### config.mk
export PLATFORM = sky130hd
export DESIGN_NAME = led_current_timing_flag_regs
export DESIGN_NICKNAME = d
export VERILOG_FILES = /design/src/rtl/led_current_timing_flag_regs.v
export VERILOG_INCLUDE_DIRS = /design/src /design/src/rtl
export SDC_FILE = /design/constraint.sdc
export NUM_CORES = 1
export LEC_CHECK = 0
export ABC_AREA = 1
export BUFFER_PORTS_ARGS = -buffer_cell sky130_fd_sc_hd__buf_2
export CAP_MARGIN = 40
export CORE_MARGIN = 1
export CORE_UTILIZATION = 64
export DETAILED_ROUTE_END_ITERATION = 6
export PLACE_DENSITY_LB_ADDON = 0.2
export SLEW_MARGIN = 20
export SYNTH_ARGS = -nofsm -noshare
export SYNTH_HDL_FRONTEND = slang
export SYNTH_SLANG_ARGS = --single-unit
### constraint.sdc
create_clock -name clk_sys_in -period 11.4 [get_ports clk_sys_in]
set_input_delay 2.28 -clock clk_sys_in [delete_from_list [all_inputs] [get_ports clk_sys_in]]
set_output_delay 2.28 -clock clk_sys_in [all_outputs]
set_load 0.02 [all_outputs]
### src/rtl/led_current_timing_flag_regs.vh
// Register offsets, reset values, flag bits and timing figures for the LED register bank
`ifndef LED_CURRENT_TIMING_FLAG_REGS_VH
`define LED_CURRENT_TIMING_FLAG_REGS_VH

`define OFS_CH2_TORCH_LEVEL 8'h06
`define OFS_CH3_FLASH_LEVEL 8'h07
`define OFS_CH3_TORCH_LEVEL 8'h08
`define OFS_CH4_FLASH_LEVEL 8'h09
`define OFS_CH4_TORCH_LEVEL 8'h0A
`define OFS_RAMP_AND_TIMEOUT 8'h0B
`define OFS_FAULT_EVENT_FLAGS 8'h0F
`define OFS_PART_IDENTIFICATION 8'h10

`define RST_LEVEL 8'h7F
`define RST_RAMP_AND_TIMEOUT 8'h1A
`define RST_FAULT_EVENT_FLAGS 8'h00

`define FLAG_FLASH_TIMEOUT 7
`define FLAG_DROOP_TRIP 6
`define FLAG_SHORT_LO 2
`define FLAG_THERMAL 1
`define FLAG_UNDERVOLT 0

`define RAMP_MSB 7
`define RAMP_LSB 4
`define TIMEOUT_MSB 3
`define TIMEOUT_LSB 0

`define CLK_PERIOD_NS 5
`define TICK_TIME_NS 1000000
`define MS_CYCLES_DEFAULT 18'h30D40
`define TIMEOUT_STEP_LO_MS 11'h028
`define TIMEOUT_BASE_HI_MS 11'h258
`define TIMEOUT_STEP_HI_MS 11'h0C8

`endif

### src/rtl/led_current_timing_flag_regs.v
// Serial-port register bank with level codes, timing, sticky flags and flash time-out
//
// How it works
// - Second channel torch code, 8 bits, reset 0x7F, about 1.46 mA per step.
// - Third channel flash code, 8 bits, reset 0x7F; step taken as 1.46 mA.
// - Third channel torch code, 8 bits, reset 0x7F, linear current per step.
// - Fourth channel flash code, 8 bits, reset 0x7F, linear current per step.
// - Fourth channel torch code, 8 bits, reset 0x7F, linear current per step.
// - Timing bits 7:4 pick torch ramp; codes 13 to 15 all mean 2048 ms.
// - Timing bits 3:0 pick flash time-out, 40 ms steps then 200 ms steps.
// - Read-only flag register: time-out, droop, four shorts, thermal, undervoltage.
// - Read-only identification code readable at register 0x10.
`timescale 1ns/1ps
`default_nettype none
`include "led_current_timing_flag_regs.vh"

module led_current_timing_flag_regs #(
  parameter [6:0] DEV_ADDR = 7'h30,  // Serial port address
  parameter [7:0] PART_ID = 8'h5A,   // Arbitrary identification value
  parameter [17:0] MS_CYCLES = `MS_CYCLES_DEFAULT  // Clock cycles per ms
) (
  input wire clk_sys_in,                 // System clock, 200 MHz
  input wire rst_n_in,                   // Synchronous reset, active low
  input wire scl_in,                     // Serial clock line level
  input wire sda_in,                     // Serial data line level
  output reg sda_out,                    // Serial data driven value
  output reg sda_oe_out,                 // Serial data drive enable
  input wire flash_req_in,               // Flash requested, level
  input wire input_voltage_droop_monitor_in, // Droop monitor trip event
  input wire [3:0] short_fault_in,       // Channel shorts, bit 3 fourth channel
  input wire thermal_shutdown_fault_in,  // Thermal shutdown event
  input wire undervoltage_lockout_fault_in, // Undervoltage lockout event
  output reg flash_drive_out,            // Flash output allowed
  output reg [7:0] ch2_torch_level_out,  // Second channel torch code
  output reg [7:0] ch3_flash_level_out,  // Third channel flash code
  output reg [7:0] ch3_torch_level_out,  // Third channel torch code
  output reg [7:0] ch4_flash_level_out,  // Fourth channel flash code
  output reg [7:0] ch4_torch_level_out,  // Fourth channel torch code
  output reg [11:0] torch_ramp_ms_out,   // Decoded torch ramp time in ms
  output reg [7:0] fault_event_flags_out // Sticky flag register
);

  localparam [3:0] ST_IDLE = 4'h0;
  localparam [3:0] ST_ADDR = 4'h1;
  localparam [3:0] ST_ADDR_ACK = 4'h2;
  localparam [3:0] ST_PTR = 4'h3;
  localparam [3:0] ST_PTR_ACK = 4'h4;
  localparam [3:0] ST_WR = 4'h5;
  localparam [3:0] ST_WR_ACK = 4'h6;
  localparam [3:0] ST_RD = 4'h7;
  localparam [3:0] ST_RD_ACK = 4'h8;

  reg [7:0] ramp_and_timeout_q;
  reg scl_q;
  reg sda_q;
  reg [3:0] st_q;
  reg [3:0] cnt_q;
  reg [7:0] sr_q;
  reg [7:0] tx_q;
  reg [7:0] ptr_q;
  reg rw_q;
  reg nack_q;
  reg [17:0] tick_q;
  reg [10:0] ms_q;
  reg timed_out_q;
  reg [7:0] flags_d;
  reg [7:0] rd_data;
  reg [10:0] timeout_ms;

  wire scl_rise = scl_in & ~scl_q;
  wire scl_fall = ~scl_in & scl_q;
  wire start_cond = scl_in & scl_q & sda_q & ~sda_in;
  wire stop_cond = scl_in & scl_q & ~sda_q & sda_in;
  wire bus_evt = start_cond | stop_cond;
  wire load_rd = scl_fall & ~bus_evt &
                 (((st_q == ST_ADDR_ACK) & rw_q) | ((st_q == ST_RD_ACK) & ~nack_q));
  wire wr_strobe = scl_fall & ~bus_evt & (st_q == ST_WR) & (cnt_q == 4'h8);
  wire timeout_hit = flash_req_in & ~timed_out_q & (ms_q >= timeout_ms);

  // Read mux; unmapped offsets read as zero
  always @* begin
    case (ptr_q)
      `OFS_CH2_TORCH_LEVEL: rd_data = ch2_torch_level_out;
      `OFS_CH3_FLASH_LEVEL: rd_data = ch3_flash_level_out;
      `OFS_CH3_TORCH_LEVEL: rd_data = ch3_torch_level_out;
      `OFS_CH4_FLASH_LEVEL: rd_data = ch4_flash_level_out;
      `OFS_CH4_TORCH_LEVEL: rd_data = ch4_torch_level_out;
      `OFS_RAMP_AND_TIMEOUT: rd_data = ramp_and_timeout_q;
      `OFS_FAULT_EVENT_FLAGS: rd_data = fault_event_flags_out;
      `OFS_PART_IDENTIFICATION: rd_data = PART_ID;
      default: rd_data = 8'h00;
    endcase
  end

  // Time-out decode: two linear segments
  always @* begin
    if (ramp_and_timeout_q[`TIMEOUT_MSB:`TIMEOUT_LSB] < 4'hA) begin
      timeout_ms = `TIMEOUT_STEP_LO_MS *
                   ({7'h00, ramp_and_timeout_q[`TIMEOUT_MSB:`TIMEOUT_LSB]} + 11'h001);
    end else begin
      timeout_ms = `TIMEOUT_BASE_HI_MS + `TIMEOUT_STEP_HI_MS *
                   ({7'h00, ramp_and_timeout_q[`TIMEOUT_MSB:`TIMEOUT_LSB]} - 11'h00A);
    end
  end

  // Sticky flags; a new event in the clearing cycle survives the clear
  always @* begin
    flags_d = load_rd && (ptr_q == `OFS_FAULT_EVENT_FLAGS) ?
              8'h00 : fault_event_flags_out;
    flags_d[`FLAG_FLASH_TIMEOUT] = flags_d[`FLAG_FLASH_TIMEOUT] | timeout_hit;
    flags_d[`FLAG_DROOP_TRIP] = flags_d[`FLAG_DROOP_TRIP] | input_voltage_droop_monitor_in;
    flags_d[`FLAG_SHORT_LO+3:`FLAG_SHORT_LO] =
      flags_d[`FLAG_SHORT_LO+3:`FLAG_SHORT_LO] | short_fault_in;
    flags_d[`FLAG_THERMAL] = flags_d[`FLAG_THERMAL] | thermal_shutdown_fault_in;
    flags_d[`FLAG_UNDERVOLT] = flags_d[`FLAG_UNDERVOLT] | undervoltage_lockout_fault_in;
  end

  // Register writes, flags and ramp decode
  always @(posedge clk_sys_in) begin
    if (!rst_n_in) begin
      ch2_torch_level_out <= `RST_LEVEL;
      ch3_flash_level_out <= `RST_LEVEL;
      ch3_torch_level_out <= `RST_LEVEL;
      ch4_flash_level_out <= `RST_LEVEL;
      ch4_torch_level_out <= `RST_LEVEL;
      ramp_and_timeout_q <= `RST_RAMP_AND_TIMEOUT;
      fault_event_flags_out <= `RST_FAULT_EVENT_FLAGS;
      torch_ramp_ms_out <= 12'h000;
    end else begin
      fault_event_flags_out <= flags_d;
      if (wr_strobe) begin
        case (ptr_q)
          `OFS_CH2_TORCH_LEVEL: ch2_torch_level_out <= sr_q;
          `OFS_CH3_FLASH_LEVEL: ch3_flash_level_out <= sr_q;
          `OFS_CH3_TORCH_LEVEL: ch3_torch_level_out <= sr_q;
          `OFS_CH4_FLASH_LEVEL: ch4_flash_level_out <= sr_q;
          `OFS_CH4_TORCH_LEVEL: ch4_torch_level_out <= sr_q;
          `OFS_RAMP_AND_TIMEOUT: ramp_and_timeout_q <= sr_q;
          default: ;
        endcase
      end
      // Ramp table; top three codes saturate
      case (ramp_and_timeout_q[`RAMP_MSB:`RAMP_LSB])
        4'h0: torch_ramp_ms_out <= 12'h000;
        4'h1: torch_ramp_ms_out <= 12'h001;
        4'h2: torch_ramp_ms_out <= 12'h020;
        4'h3: torch_ramp_ms_out <= 12'h040;
        4'h4: torch_ramp_ms_out <= 12'h080;
        4'h5: torch_ramp_ms_out <= 12'h100;
        4'h6: torch_ramp_ms_out <= 12'h180;
        4'h7: torch_ramp_ms_out <= 12'h200;
        4'h8: torch_ramp_ms_out <= 12'h300;
        4'h9: torch_ramp_ms_out <= 12'h400;
        4'hA: torch_ramp_ms_out <= 12'h500;
        4'hB: torch_ramp_ms_out <= 12'h600;
        4'hC: torch_ramp_ms_out <= 12'h700;
        default: torch_ramp_ms_out <= 12'h800;
      endcase
    end
  end

  // Flash timer counts whole ms while requested; drop of the request rearms it
  always @(posedge clk_sys_in) begin
    if (!rst_n_in) begin
      tick_q <= 18'h00000;
      ms_q <= 11'h000;
      timed_out_q <= 1'b0;
      flash_drive_out <= 1'b0;
    end else if (!flash_req_in) begin
      tick_q <= 18'h00000;
      ms_q <= 11'h000;
      timed_out_q <= 1'b0;
      flash_drive_out <= 1'b0;
    end else begin
      if (tick_q == MS_CYCLES - 18'h00001) begin
        tick_q <= 18'h00000;
        if (!timed_out_q) begin
          ms_q <= ms_q + 11'h001;
        end
      end else begin
        tick_q <= tick_q + 18'h00001;
      end
      if (timeout_hit) begin
        timed_out_q <= 1'b1;
      end
      flash_drive_out <= ~timed_out_q & ~timeout_hit;
    end
  end

  // Serial port engine; line inputs taken as synchronous
  always @(posedge clk_sys_in) begin
    if (!rst_n_in) begin
      scl_q <= 1'b1;
      sda_q <= 1'b1;
      st_q <= ST_IDLE;
      cnt_q <= 4'h0;
      sr_q <= 8'h00;
      tx_q <= 8'h00;
      ptr_q <= 8'h00;
      rw_q <= 1'b0;
      nack_q <= 1'b0;
      sda_out <= 1'b0;
      sda_oe_out <= 1'b0;
    end else begin
      scl_q <= scl_in;
      sda_q <= sda_in;
      sda_out <= 1'b0; // Open drain: only ever pulls low
      if (start_cond) begin
        st_q <= ST_ADDR;
        cnt_q <= 4'h0;
        sda_oe_out <= 1'b0;
      end else if (stop_cond) begin
        st_q <= ST_IDLE;
        sda_oe_out <= 1'b0;
      end else if (scl_rise) begin
        if (st_q == ST_ADDR || st_q == ST_PTR || st_q == ST_WR) begin
          sr_q <= {sr_q[6:0], sda_in};
          cnt_q <= cnt_q + 4'h1;
        end else if (st_q == ST_RD) begin
          cnt_q <= cnt_q + 4'h1;
        end else if (st_q == ST_RD_ACK) begin
          nack_q <= sda_in;
        end
      end else if (scl_fall) begin
        case (st_q)
          ST_ADDR: begin
            if (cnt_q == 4'h8) begin
              if (sr_q[7:1] == DEV_ADDR) begin
                st_q <= ST_ADDR_ACK;
                rw_q <= sr_q[0];
                sda_oe_out <= 1'b1;
              end else begin
                st_q <= ST_IDLE;
              end
            end
          end
          ST_PTR: begin
            if (cnt_q == 4'h8) begin
              ptr_q <= sr_q;
              st_q <= ST_PTR_ACK;
              sda_oe_out <= 1'b1;
            end
          end
          ST_WR: begin
            if (cnt_q == 4'h8) begin
              ptr_q <= ptr_q + 8'h01;
              st_q <= ST_WR_ACK;
              sda_oe_out <= 1'b1;
            end
          end
          ST_ADDR_ACK, ST_RD_ACK: begin
            cnt_q <= 4'h0;
            if (load_rd) begin
              // Flag clearing rides on this load, so a read always returns pre-clear flags
              tx_q <= {rd_data[6:0], 1'b0};
              sda_oe_out <= ~rd_data[7];
              ptr_q <= ptr_q + 8'h01;
              st_q <= ST_RD;
            end else if (st_q == ST_ADDR_ACK) begin
              sda_oe_out <= 1'b0;
              st_q <= ST_PTR;
            end else begin
              sda_oe_out <= 1'b0;
              st_q <= ST_IDLE;
            end
          end
          ST_PTR_ACK, ST_WR_ACK: begin
            sda_oe_out <= 1'b0;
            cnt_q <= 4'h0;
            st_q <= ST_WR;
          end
          ST_RD: begin
            if (cnt_q == 4'h8) begin
              sda_oe_out <= 1'b0;
              st_q <= ST_RD_ACK;
            end else begin
              sda_oe_out <= ~tx_q[7];
              tx_q <= {tx_q[6:0], 1'b0};
            end
          end
          ST_IDLE: st_q <= ST_IDLE;
          default: st_q <= ST_IDLE;
        endcase
      end
    end
  end

endmodule // led_current_timing_flag_regs

`default_nettype wire

Word-level counts from Yosys, hierarchy flattened
Memory sizes are Yosys's and may differ from the RTL's. A register that Yosys moved wholly into a read port is not among the register bits.
Index checks and enable logic that the tools add are counted.
{"block": "classes", "addsub": 7, "multipliers": 2, "magnitude_cmp": 2, "eq_ne": 33, "n_mux": 33, "bitwise_logic": 40, "n_reduce_logical": 34}
{"operator": "case mux 8 bit (8 select lines)", "count": 1}
{"operator": "2-to-1 mux 8 bit", "count": 6}
{"operator": "equality test 8 x 4 -> 1 bit, second input constant", "count": 5}
{"operator": "2-to-1 mux 4 bit", "count": 9}
{"operator": "case mux 4 bit (6 select lines)", "count": 1}
{"operator": "case mux 8 bit (3 select lines)", "count": 1}
{"operator": "AND reduction 6 bit", "count": 4}
{"operator": "adder 18 x 1 -> 18 bit, second input constant", "count": 1}
{"operator": "equality test 18 bit, second input constant", "count": 1}
{"operator": "NOT 1 bit", "count": 17}
{"operator": "bitwise AND 1 bit", "count": 16}
{"operator": "equality test 4 x 3 -> 1 bit, second input constant", "count": 4}
{"operator": "equality test 8 x 3 -> 1 bit, second input constant", "count": 2}
{"operator": "inequality test 4 x 3 -> 1 bit, second input constant", "count": 4}
{"operator": "case mux 8 bit (2 select lines)", "count": 1}
{"operator": "AND reduction 2 bit", "count": 8}
{"operator": "AND reduction 7 bit", "count": 2}
{"operator": "inequality test 2 x 1 -> 1 bit, second input constant", "count": 6}
{"operator": "adder 10 x 11 -> 11 bit, first input constant", "count": 1}
{"operator": "adder 11 x 1 -> 11 bit, second input constant", "count": 1}
{"operator": ">= comparator 11 bit", "count": 1}
{"operator": "multiplier 5 x 11 -> 8 bit, first input constant", "count": 1}
{"operator": "2-to-1 mux 11 bit", "count": 1}
{"operator": "2-to-1 mux 1 bit", "count": 9}
{"operator": "29 further kinds", "count": 48}
{"block": "totals", "register_bits": 136, "rom_bits": 128, "output_inout_bits": 63, "word_cells": 175, "memories": 1}
{"name": "(name not given)", "depth": 16, "width": 8, "read_ports": 1, "rd_clocked_by_memory_dff": 1, "write_ports": 0, "line": "led_current_timing_flag_regs.v:143", "rtl": "case (ramp_and_timeout_q[`RAMP_MSB:`RAMP_LSB])"}

Longest topological paths before layout
Gate-level depths: netlist of run 1.
{"block": "logic_depth", "ltp_word": 13, "mapped_depth": 24, "ltp_nobuf": 24}

Worst setup path before layout of run 1
Ideal clock, no wire load.
{"block": "synth_path", "path_kind": "register -> register", "startpoint": "register ramp_and_timeout_q[1]", "endpoint": "register flash_drive_out", "setup_ns": 0.128, "t_arrival_ns": 3.828, "slack_ns": 7.444, "path_stages_with_launch": 24, "n_path_buf": 0, "period_less_slack_ns": 3.956, "path_cell_list": "dfxtp_1 > inv_1 > ha_1 > inv_1 > ha_1 > ha_1 > ha_1 > fa_1 > ha_1 > a21oi_1 > inv_1 > nand2_1 > nand2_1 > nand2_1 > nand2_1 > nand2_1 > nand2_1 > ha_1 > nand3_1 > or3_1 > nand3_1 > nand2_1 > nand2_1 > nor2_1"}
{"block": "synth_via", "elab_chain_cells": 8, "word_cells_on_any_way": 11, "classes_between": "3 x add/sub; 2 x mul; 2 x order compare; 1 x mux; 3 x bitwise"}
{"item": "start: declaration", "line": "led_current_timing_flag_regs.v:53", "rtl": "reg [7:0] ramp_and_timeout_q;"}
{"item": "start signal: assignment", "line": "led_current_timing_flag_regs.v:126", "rtl": "ramp_and_timeout_q <= `RST_RAMP_AND_TIMEOUT;"}
{"item": "start signal: assignment", "line": "led_current_timing_flag_regs.v:138", "rtl": "`OFS_RAMP_AND_TIMEOUT: ramp_and_timeout_q <= sr_q;"}
{"item": "subtractor 4 x 4 -> 5 bit", "line": "led_current_timing_flag_regs.v:102", "rtl": "({7'h00, ramp_and_timeout_q[`TIMEOUT_MSB:`TIMEOUT_LSB]} - 11'h00A);"}
{"item": "multiplier 5 x 11 -> 8 bit (no source line)"}
{"item": "adder 10 x 11 -> 11 bit (no source line)"}
{"item": "2-to-1 mux 11 bit *", "line": "led_current_timing_flag_regs.v:97", "rtl": "if (ramp_and_timeout_q[`TIMEOUT_MSB:`TIMEOUT_LSB] < 4'hA) begin"}
{"item": ">= comparator 11 bit *", "line": "led_current_timing_flag_regs.v:78", "rtl": "wire timeout_hit = flash_req_in & ~timed_out_q & (ms_q >= timeout_ms);"}
{"item": "bitwise AND 1 bit *", "line": "led_current_timing_flag_regs.v:78"}
{"item": "NOT 1 bit *", "line": "led_current_timing_flag_regs.v:186", "rtl": "flash_drive_out <= ~timed_out_q & ~timeout_hit;"}
{"item": "bitwise AND 1 bit *", "line": "led_current_timing_flag_regs.v:186"}
{"item": "end signal: assignment", "line": "led_current_timing_flag_regs.v:186"}
{"item": "end: declaration", "line": "led_current_timing_flag_regs.v:33", "rtl": "output reg flash_drive_out,"}
Every way passes the cells marked *; elsewhere a longest branch is shown, timed or not.
A chain may end at the register's enable or synchronous reset.

Worst setup path in the final report of run 1
Same ends and word-level chain as after synthesis.

==> metrics.txt, run 1 <==
Final Wtd Congestion 0.9168; vias per inst about 5.6; Max-Cap Viols 0; largest net degree at the start of global routing between 70 and 80; io pins 75; Most Frequent Cell on Critical Path nand2_1; Seq/Total Area, Yosys a little over a third; hold_sp tick_q[17]; Routed Antenna Nets 0; global-route wire length before repair ~30 mm; Post-synth top cells nand2_1 (269), dfxtp_1 (131), nor2_1 (119), inv_1 (100), a21oi_1 (77); setup TNS 0 ns; Std-Cell Rows 38; r2r worst-path depth 23; DRC marker count from the first detailed-route iteration approximately 700; DRC 0; Post-Syn Area per Cell about 7.1 um^2; Pre-Repair DR Iteration Count 5; CP Capture Type register; Die Ht approximately 110 um; layout net count 1,159; YS warnings 0; fraction of layout cells with a size suffix above 1 14.36%; cell breakdown of the critical path inv_1 > ha_1 > inv_1 > ha_1 > ha_1 > ha_1 > fa_1 > ha_1 > a21oi_1 > inv_1 > nand2_1 > nand2_1 > nand2_1 > nand2_1 > nand2_1 > nand2_1 > ha_1 > nand3_1 > or3_1 > nand3_1 > nand2_1 > nand2_1 > nor2_1; Post-DP HPWL 13.23 mm; vias in the first global route between 6,000 and 7,000; worst slew pin tran around 0.80 ns; grt ovf 0; Hold WC Path Type register to register; Primary FF master, synth dfxtp_1; final setup violation count 0; Port-buffer cells slightly below 70; ys async rst share 0%; Synth area leaders dfxtp_1 (36%), nand2_1 (14%), ha_1 (7.3%); routed wire length 18.66 mm; RSZ-0062 raised after global routing no; Core Region 11,030 um^2; area grow syn2layout 13.23%; Hold Crit Depth 2; Post-CTS Setup Bufs 0; antenna diode count 0; routed vias slightly above 7,000; final hold vios 0; crit path DAT 4.68 ns; Leakage about 3.9 nW; sw power between 0.2 and 0.3 mW; Post-synth EDFFs 0; WP buf/inv 3; Tcrit/Tclk final roughly 38%; CP delay by family, top adder cells; WS Path Type register to register; Initial Utilization approximately 67%; Clock Skew between 0.007 and 0.008 ns; Clock transition at path regs ~0.060 ns; Hold EP tick_q[17]; element type at the critical path start register; top cell type's share of synthesized area between 30% and 40%; worst reg2reg endpoint flash_drive_out; largest area contributor in the netlist dfxtp_1; wire per inst 14.88 um; Slowest cell on crit path fa_1; Max rail drop VDD about 0.12 mV; max-slew violation count 0; clk root buf clkbuf_16; CTS buffer count 17; # clock sinks 131; Seq cells post-synth roughly 130; most common cell in the synthesized netlist nand2_1; pwr dens approximately 130 nW/um^2; Die W about 110 um; Filler cells 850; combinational power share roughly 5.4%; CP required around 12 ns; Rel. slew slack between 40 and 50%; Fmax 228.0 MHz; mapped cell area around 7400 um^2; Switching Share 23.72%; Cells after Synth 1,039; Levels on crit path 23; Inst Count DP ~1,200; r2r startpoint ramp_and_timeout_q[1]; Post-CTS Hold Buffers 0; CTS tree yes; Critical Path Fanout Max 7; synth unique cells 42; Longest Clk Path Bufs 2; Final Non-Filler Cells around 1,300; Clk pwr share between 50 and 60%; Total GRT Usage between 30% and 40%; fin crit period 4.386 ns; Cell Int Power approximately 0.84 mW; post-cts resize count 0; H-tree depth 4; utilization after layout around 76%; Sequential Power Share roughly 43%; worst stage delay on the critical path around 0.46 ns; outcome finished, final reports clean; initial antenna violation count 0; Die ar. roughly 12,000 um^2; worst skew pair latency between 0.4 and 0.5 ns; flop2flop setup slack 7.01 ns
power by group through the flow:
stage	combinational [mW]	clock, mW	sequential, mW
3_5_place_dp	0.0587	0	0.481
6_report	0.0599	0.573	0.471
3_3_place_gp	0.0579	0	0.481
2_1_floorplan	0.0434	0	0.482
4_1_cts	0.0592	0.576	0.471
5_1_grt	0.0668	0.598	0.472
through the flow:
stage	worst slack (ns)	hold slack, ns	power, mW	area [um^2]
floorplan	7.444	0.4175	0.5250	7375
global placement	7.004	0.4307	0.5386	7711
detailed placement	7.013	0.4489	0.5394	7711
CTS	7.032	0.4595	1.105	8333
global route	6.722	0.4804	1.136	8333
finish	7.014	0.4637	1.104	8333
worst reg2reg max path: cells and delay by family, from the launching register on:
| family | cells | cell delay [ns] |
|---|---|---|
| flip-flops | 1 | 0.45 |
| adder cells (fa/ha/maj) | 7 | 2.22 |
| AO/OA/AOI/OAI | 1 | 0.24 |
| AND/OR/NAND/NOR | 12 | 1.08 |
| buffers and inverters | 3 | 0.25 |
how the worst max path moves through the flow:
stage,startpoint,to,slack (ns)
floorplan,ramp_and_timeout_q[1],flash_drive_out,7.44
global placement,rst_n_in,tick_q[15],7.00
detailed placement,rst_n_in,tick_q[15],7.01
CTS,ramp_and_timeout_q[1],flash_drive_out,7.03
global route,ramp_and_timeout_q[1],flash_drive_out,6.72
finish,ramp_and_timeout_q[1],flash_drive_out,7.01
placed cells by master (no fill, tap or decap), types with 34 or more instances in the layout:
cell type	instances
o21ai_0	46
inv_1	100
dfxtp_1	131
ha_1	43
nand3_1	53
buf_2	69
a21oi_1	77
nand2_1	269
nor2_1	119
o211ai_1	34
cell families after synthesis:
family                     Yosys count  synth area share (%)
AOI/OAI and AO/OA                  178                 14.03
xor gates and xnor gates            24                 2.856
adders and majority gates           46                 8.127
buffers and inverters              146                 8.466
DFF                                131                 35.63
other                                1               0.05095
and+or+nand+nor                    513                 30.84
sequential cells by signal (all words and copies together), names as in the netlist, 4 cells and up:
name and cells:
cnt_q 4, ms_q 11, ptr_q 8, sr_q 8, torch_ramp_ms_out 8, ch3_flash_level_out 8, ch4_torch_level_out 8, tx_q 7
fault_event_flags_out 8, st_q 4, ch3_torch_level_out 8, ch4_flash_level_out 8, ramp_and_timeout_q 8, ch2_torch_level_out 8, tick_q 18
routing by layer:
metal / routed length [um] / GRT usage (%) / share of wire (%)
met2: 8589 / 53.59 / 46
met1: 8123 / 41.45 / 44
met3: 1308 / 7.651 / 7.0
met4: 637 / 14.48 / 3.4
met5: 0 / 0 / 0
layout make-up:
| type | instances | area (um^2) | share of cell area (%) |
|---|---|---|---|
| Sequential cell | 131 | 2623 | 31.47 |
| Clock buffer | 20 | 466.7 | 5.601 |
| Inverter | 115 | 431.7 | 5.180 |
| Tap cell | 140 | 175.2 | 2.102 |
| Multi-Input combinational cell | 766 | 4129 | 49.55 |
| Clock inverter | 12 | 155.1 | 1.862 |
| Timing Repair Buffer | 70 | 352.8 | 4.234 |
(Power assumes the default switching activity.)
==> run 2, diff against run 1 <==
- CORE_UTILIZATION: 64 -> 54
- clock period: 11.4 -> 3.75 ns (I/O delays scaled with it)
==> run 2 against run 1 <==
Compared with the run above:
- the flow now finishes with violations (negative setup slack)
- clock-buffer cell count unchanged
- via count decreased by 1.6%
- register-to-register slack got worse by 7.0 ns
- first-iteration DRC count decreased by 5.0%
- clock skew increased by 0.0011 ns
- design area increased by 2.9%
- critical path depth decreased by 4
- setup slack got worse by 7.0 ns
- worst hold slack got worse by 0.013 ns
- critical endpoint unchanged
==> metrics.txt, run 2 (synthesis gave the netlist of run 1 again) <==
H-tree depth 4 (unchanged); wire per inst 14.58 um (-2.0%); crit path DAT 4.05 ns (-0.63 ns); final hold vios 0 (unchanged); Filler cells 1,193 (+40%); Sequential Power Share 43.5% (+0.8 points); Post-DP Area 7889 um^2 (+2.3%); Critical Path Fanout Max 3 (-4); largest registers tick_q: 18 flops, ms_q: 11 flops; CTS buffer count 17 (unchanged); Die ar. 14,100 um^2 (+18%); element type at the critical path start register; Port-buffer cells 69 (unchanged); failing checks negative setup slack; total power 3.288 mW (+200%); io pins 75 (unchanged); RSZ-0062 raised after global routing yes; final setup violation count 1 (+1); fin crit period 3.753 ns (-0.6327 ns); Tcrit/Tclk final 100.1% (+62 points); CTS tree yes; vias per inst 5.328 (-5.2%); Die Ht 118.7 um (+8.7%); most frequent cells in the layout nand2_1 (267), dfxtp_1 (129), nor2_1 (119); max reg flops 18 (unchanged); vias in the first global route 6,121 (-3.4%); antenna diode count 0 (unchanged); Routed Antenna Nets 0 (unchanged); Biggest register tick_q; worst skew pair latency 0.42 ns (about the same); final std cell area, no fill 8573 um^2 (+2.9%); routed wire length 18.99 mm (+1.8%); Initial Utilization 55.57% (-11 points); pwr dens 383.5 nW/um^2 (+190%); grt ovf 0 (unchanged); WS Path Type register to register; Switching Share 23.56% (-0.16 points); initial antenna violation count 0 (unchanged); combinational power share 5.6% (+0.2 points); routed vias 6,937 (-1.6%); Clk pwr share 50.9% (-1.0 points); Die W 118.7 um (+8.7%); Max rail drop VDD 0.4158 mV (+240%); largest net degree at the start of global routing 75 (-2.6%); layout net count 1,173 (+1.2%); Core Region 13,240 um^2 (+20%); most common cell after layout, fill and taps aside nand2_1; fraction of layout cells with a size suffix above 1 16.70% (+2.3 points); Rel. slew slack 48.79% (+2.2 points); Hold WC Path Type register to register; Max-Cap Viols 0 (unchanged); area grow syn2layout 16.49%; CP required 4.04 ns (-7.65 ns); Post-DP HPWL 13.26 mm (+0.18%); DRC marker count from the first detailed-route iteration 648 (-5.0%); Std-Cell Rows 42 (+11%); utilization after layout 64.74% (-11 points); outcome finished with violations; max-slew violation count 0 (unchanged); clk root buf clkbuf_16; CP Capture Type register; sw power 0.7748 mW (+200%); Final Wtd Congestion 0.9064 (-1.1%); setup TNS -0.003403 ns (-0.003403 ns); r2r startpoint ramp_and_timeout_q[1]; DRC 0 (unchanged); global-route wire length before repair 30.31 mm (+0.48%); Longest Clk Path Bufs 2 (unchanged); Clock Skew 0.008217 ns (+0.001085 ns); Setup WS post-layout -0.003403 ns (-7.017 ns); CP startpoint ramp_and_timeout_q[1]; Total GRT Usage 27.15% (-5.8 points); hold_sp tick_q[0]; Fmax 266.4 MHz (+17%); Leakage 3.941 nW (+1.2%); worst slew pin tran 0.7681 ns (-0.03029 ns); # clock sinks 131 (unchanged); Clock transition at path regs 0.06 ns (about the same); Cell Int Power 2.513 mW (+200%); Pre-Repair DR Iteration Count 7 (+2)
==> run 2: power groups by stage <==
stage | Sequential (mW) | Clock [mW] | Combinational [mW]
2_1_floorplan | 1.46 | 0 | 0.132
3_3_place_gp | 1.46 | 0 | 0.180
3_5_place_dp | 1.46 | 0 | 0.181
4_1_cts | 1.43 | 1.68 | 0.182
5_1_grt | 1.43 | 1.75 | 0.205
6_report | 1.43 | 1.67 | 0.184
==> run 2: stage by stage <==
stage / worst slack, ns / std cells / hold slack, ns
floorplan: 0.007474 / 1043 / 0.4175
global placement: -0.01765 / 1270 / 0.4337
detailed placement: -0.06089 / 1270 / 0.4445
CTS: 0.002153 / 1300 / 0.4556
global route: -0.1457 / 1302 / 0.4684
finish: -0.003403 / 1302 / 0.4508
==> run 2: what timing repair did <==
action                                  4_1_cts  5_1_grt
pin swaps                                     4        9
hold buffers                                  0        0
hold endpoints to repair                      0        0
resized for setup                             4       13
gates cloned                                  0        0
buffers inserted                              0        2
endpoints found under the setup margin        3        3
==> run 2: final timing paths <==
check,to,slack [ns],depth (start not counted)
max,flash_drive_out,-0.003,19
min,tick_q[0],0.45,1
max reg2reg,flash_drive_out,-0.003,19
min reg2reg,tick_q[0],0.45,1
==> run 2: worst max-delay path, cell delays in order (launching register included) <==
cell and delay [ns]:
dfxtp_4 0.35, inv_4 0.06, ha_4 0.13, inv_2 0.04, ha_4 0.27, ha_4 0.20, ha_4 0.26, fa_1 0.43
ha_4 0.31, xor2_2 0.17, buf_4 0.14, xor2_1 0.18, o21ai_1 0.11, ha_1 0.31, nand3_1 0.07, or3_1 0.36
nand3_2 0.08, nand2_2 0.06, nand2_1 0.06, nor2_1 0.03
==> run 2: cell type report <==
class	instances	area, um^2	share of cell area (%)
clock buffer	20	446.7	5.210
clock inverter	10	133.9	1.562
inverter	115	434.2	5.064
multi-input combinational	766	4253	49.61
sequential	131	2628	30.65
tap	176	220.2	2.569
timing repair buffer	84	457.9	5.342
==> run 2: routing by layer <==
metal	global-route usage, %	wire length (um)	up-vias	part of all wire, %
met2	41.05	8349	302	44
met1	38.19	8763	3093	46
met4	9.098	312	0	1.6
li1	-	-	3516	-
met3	5.792	1563	26	8.2
met5	0	0	-	0
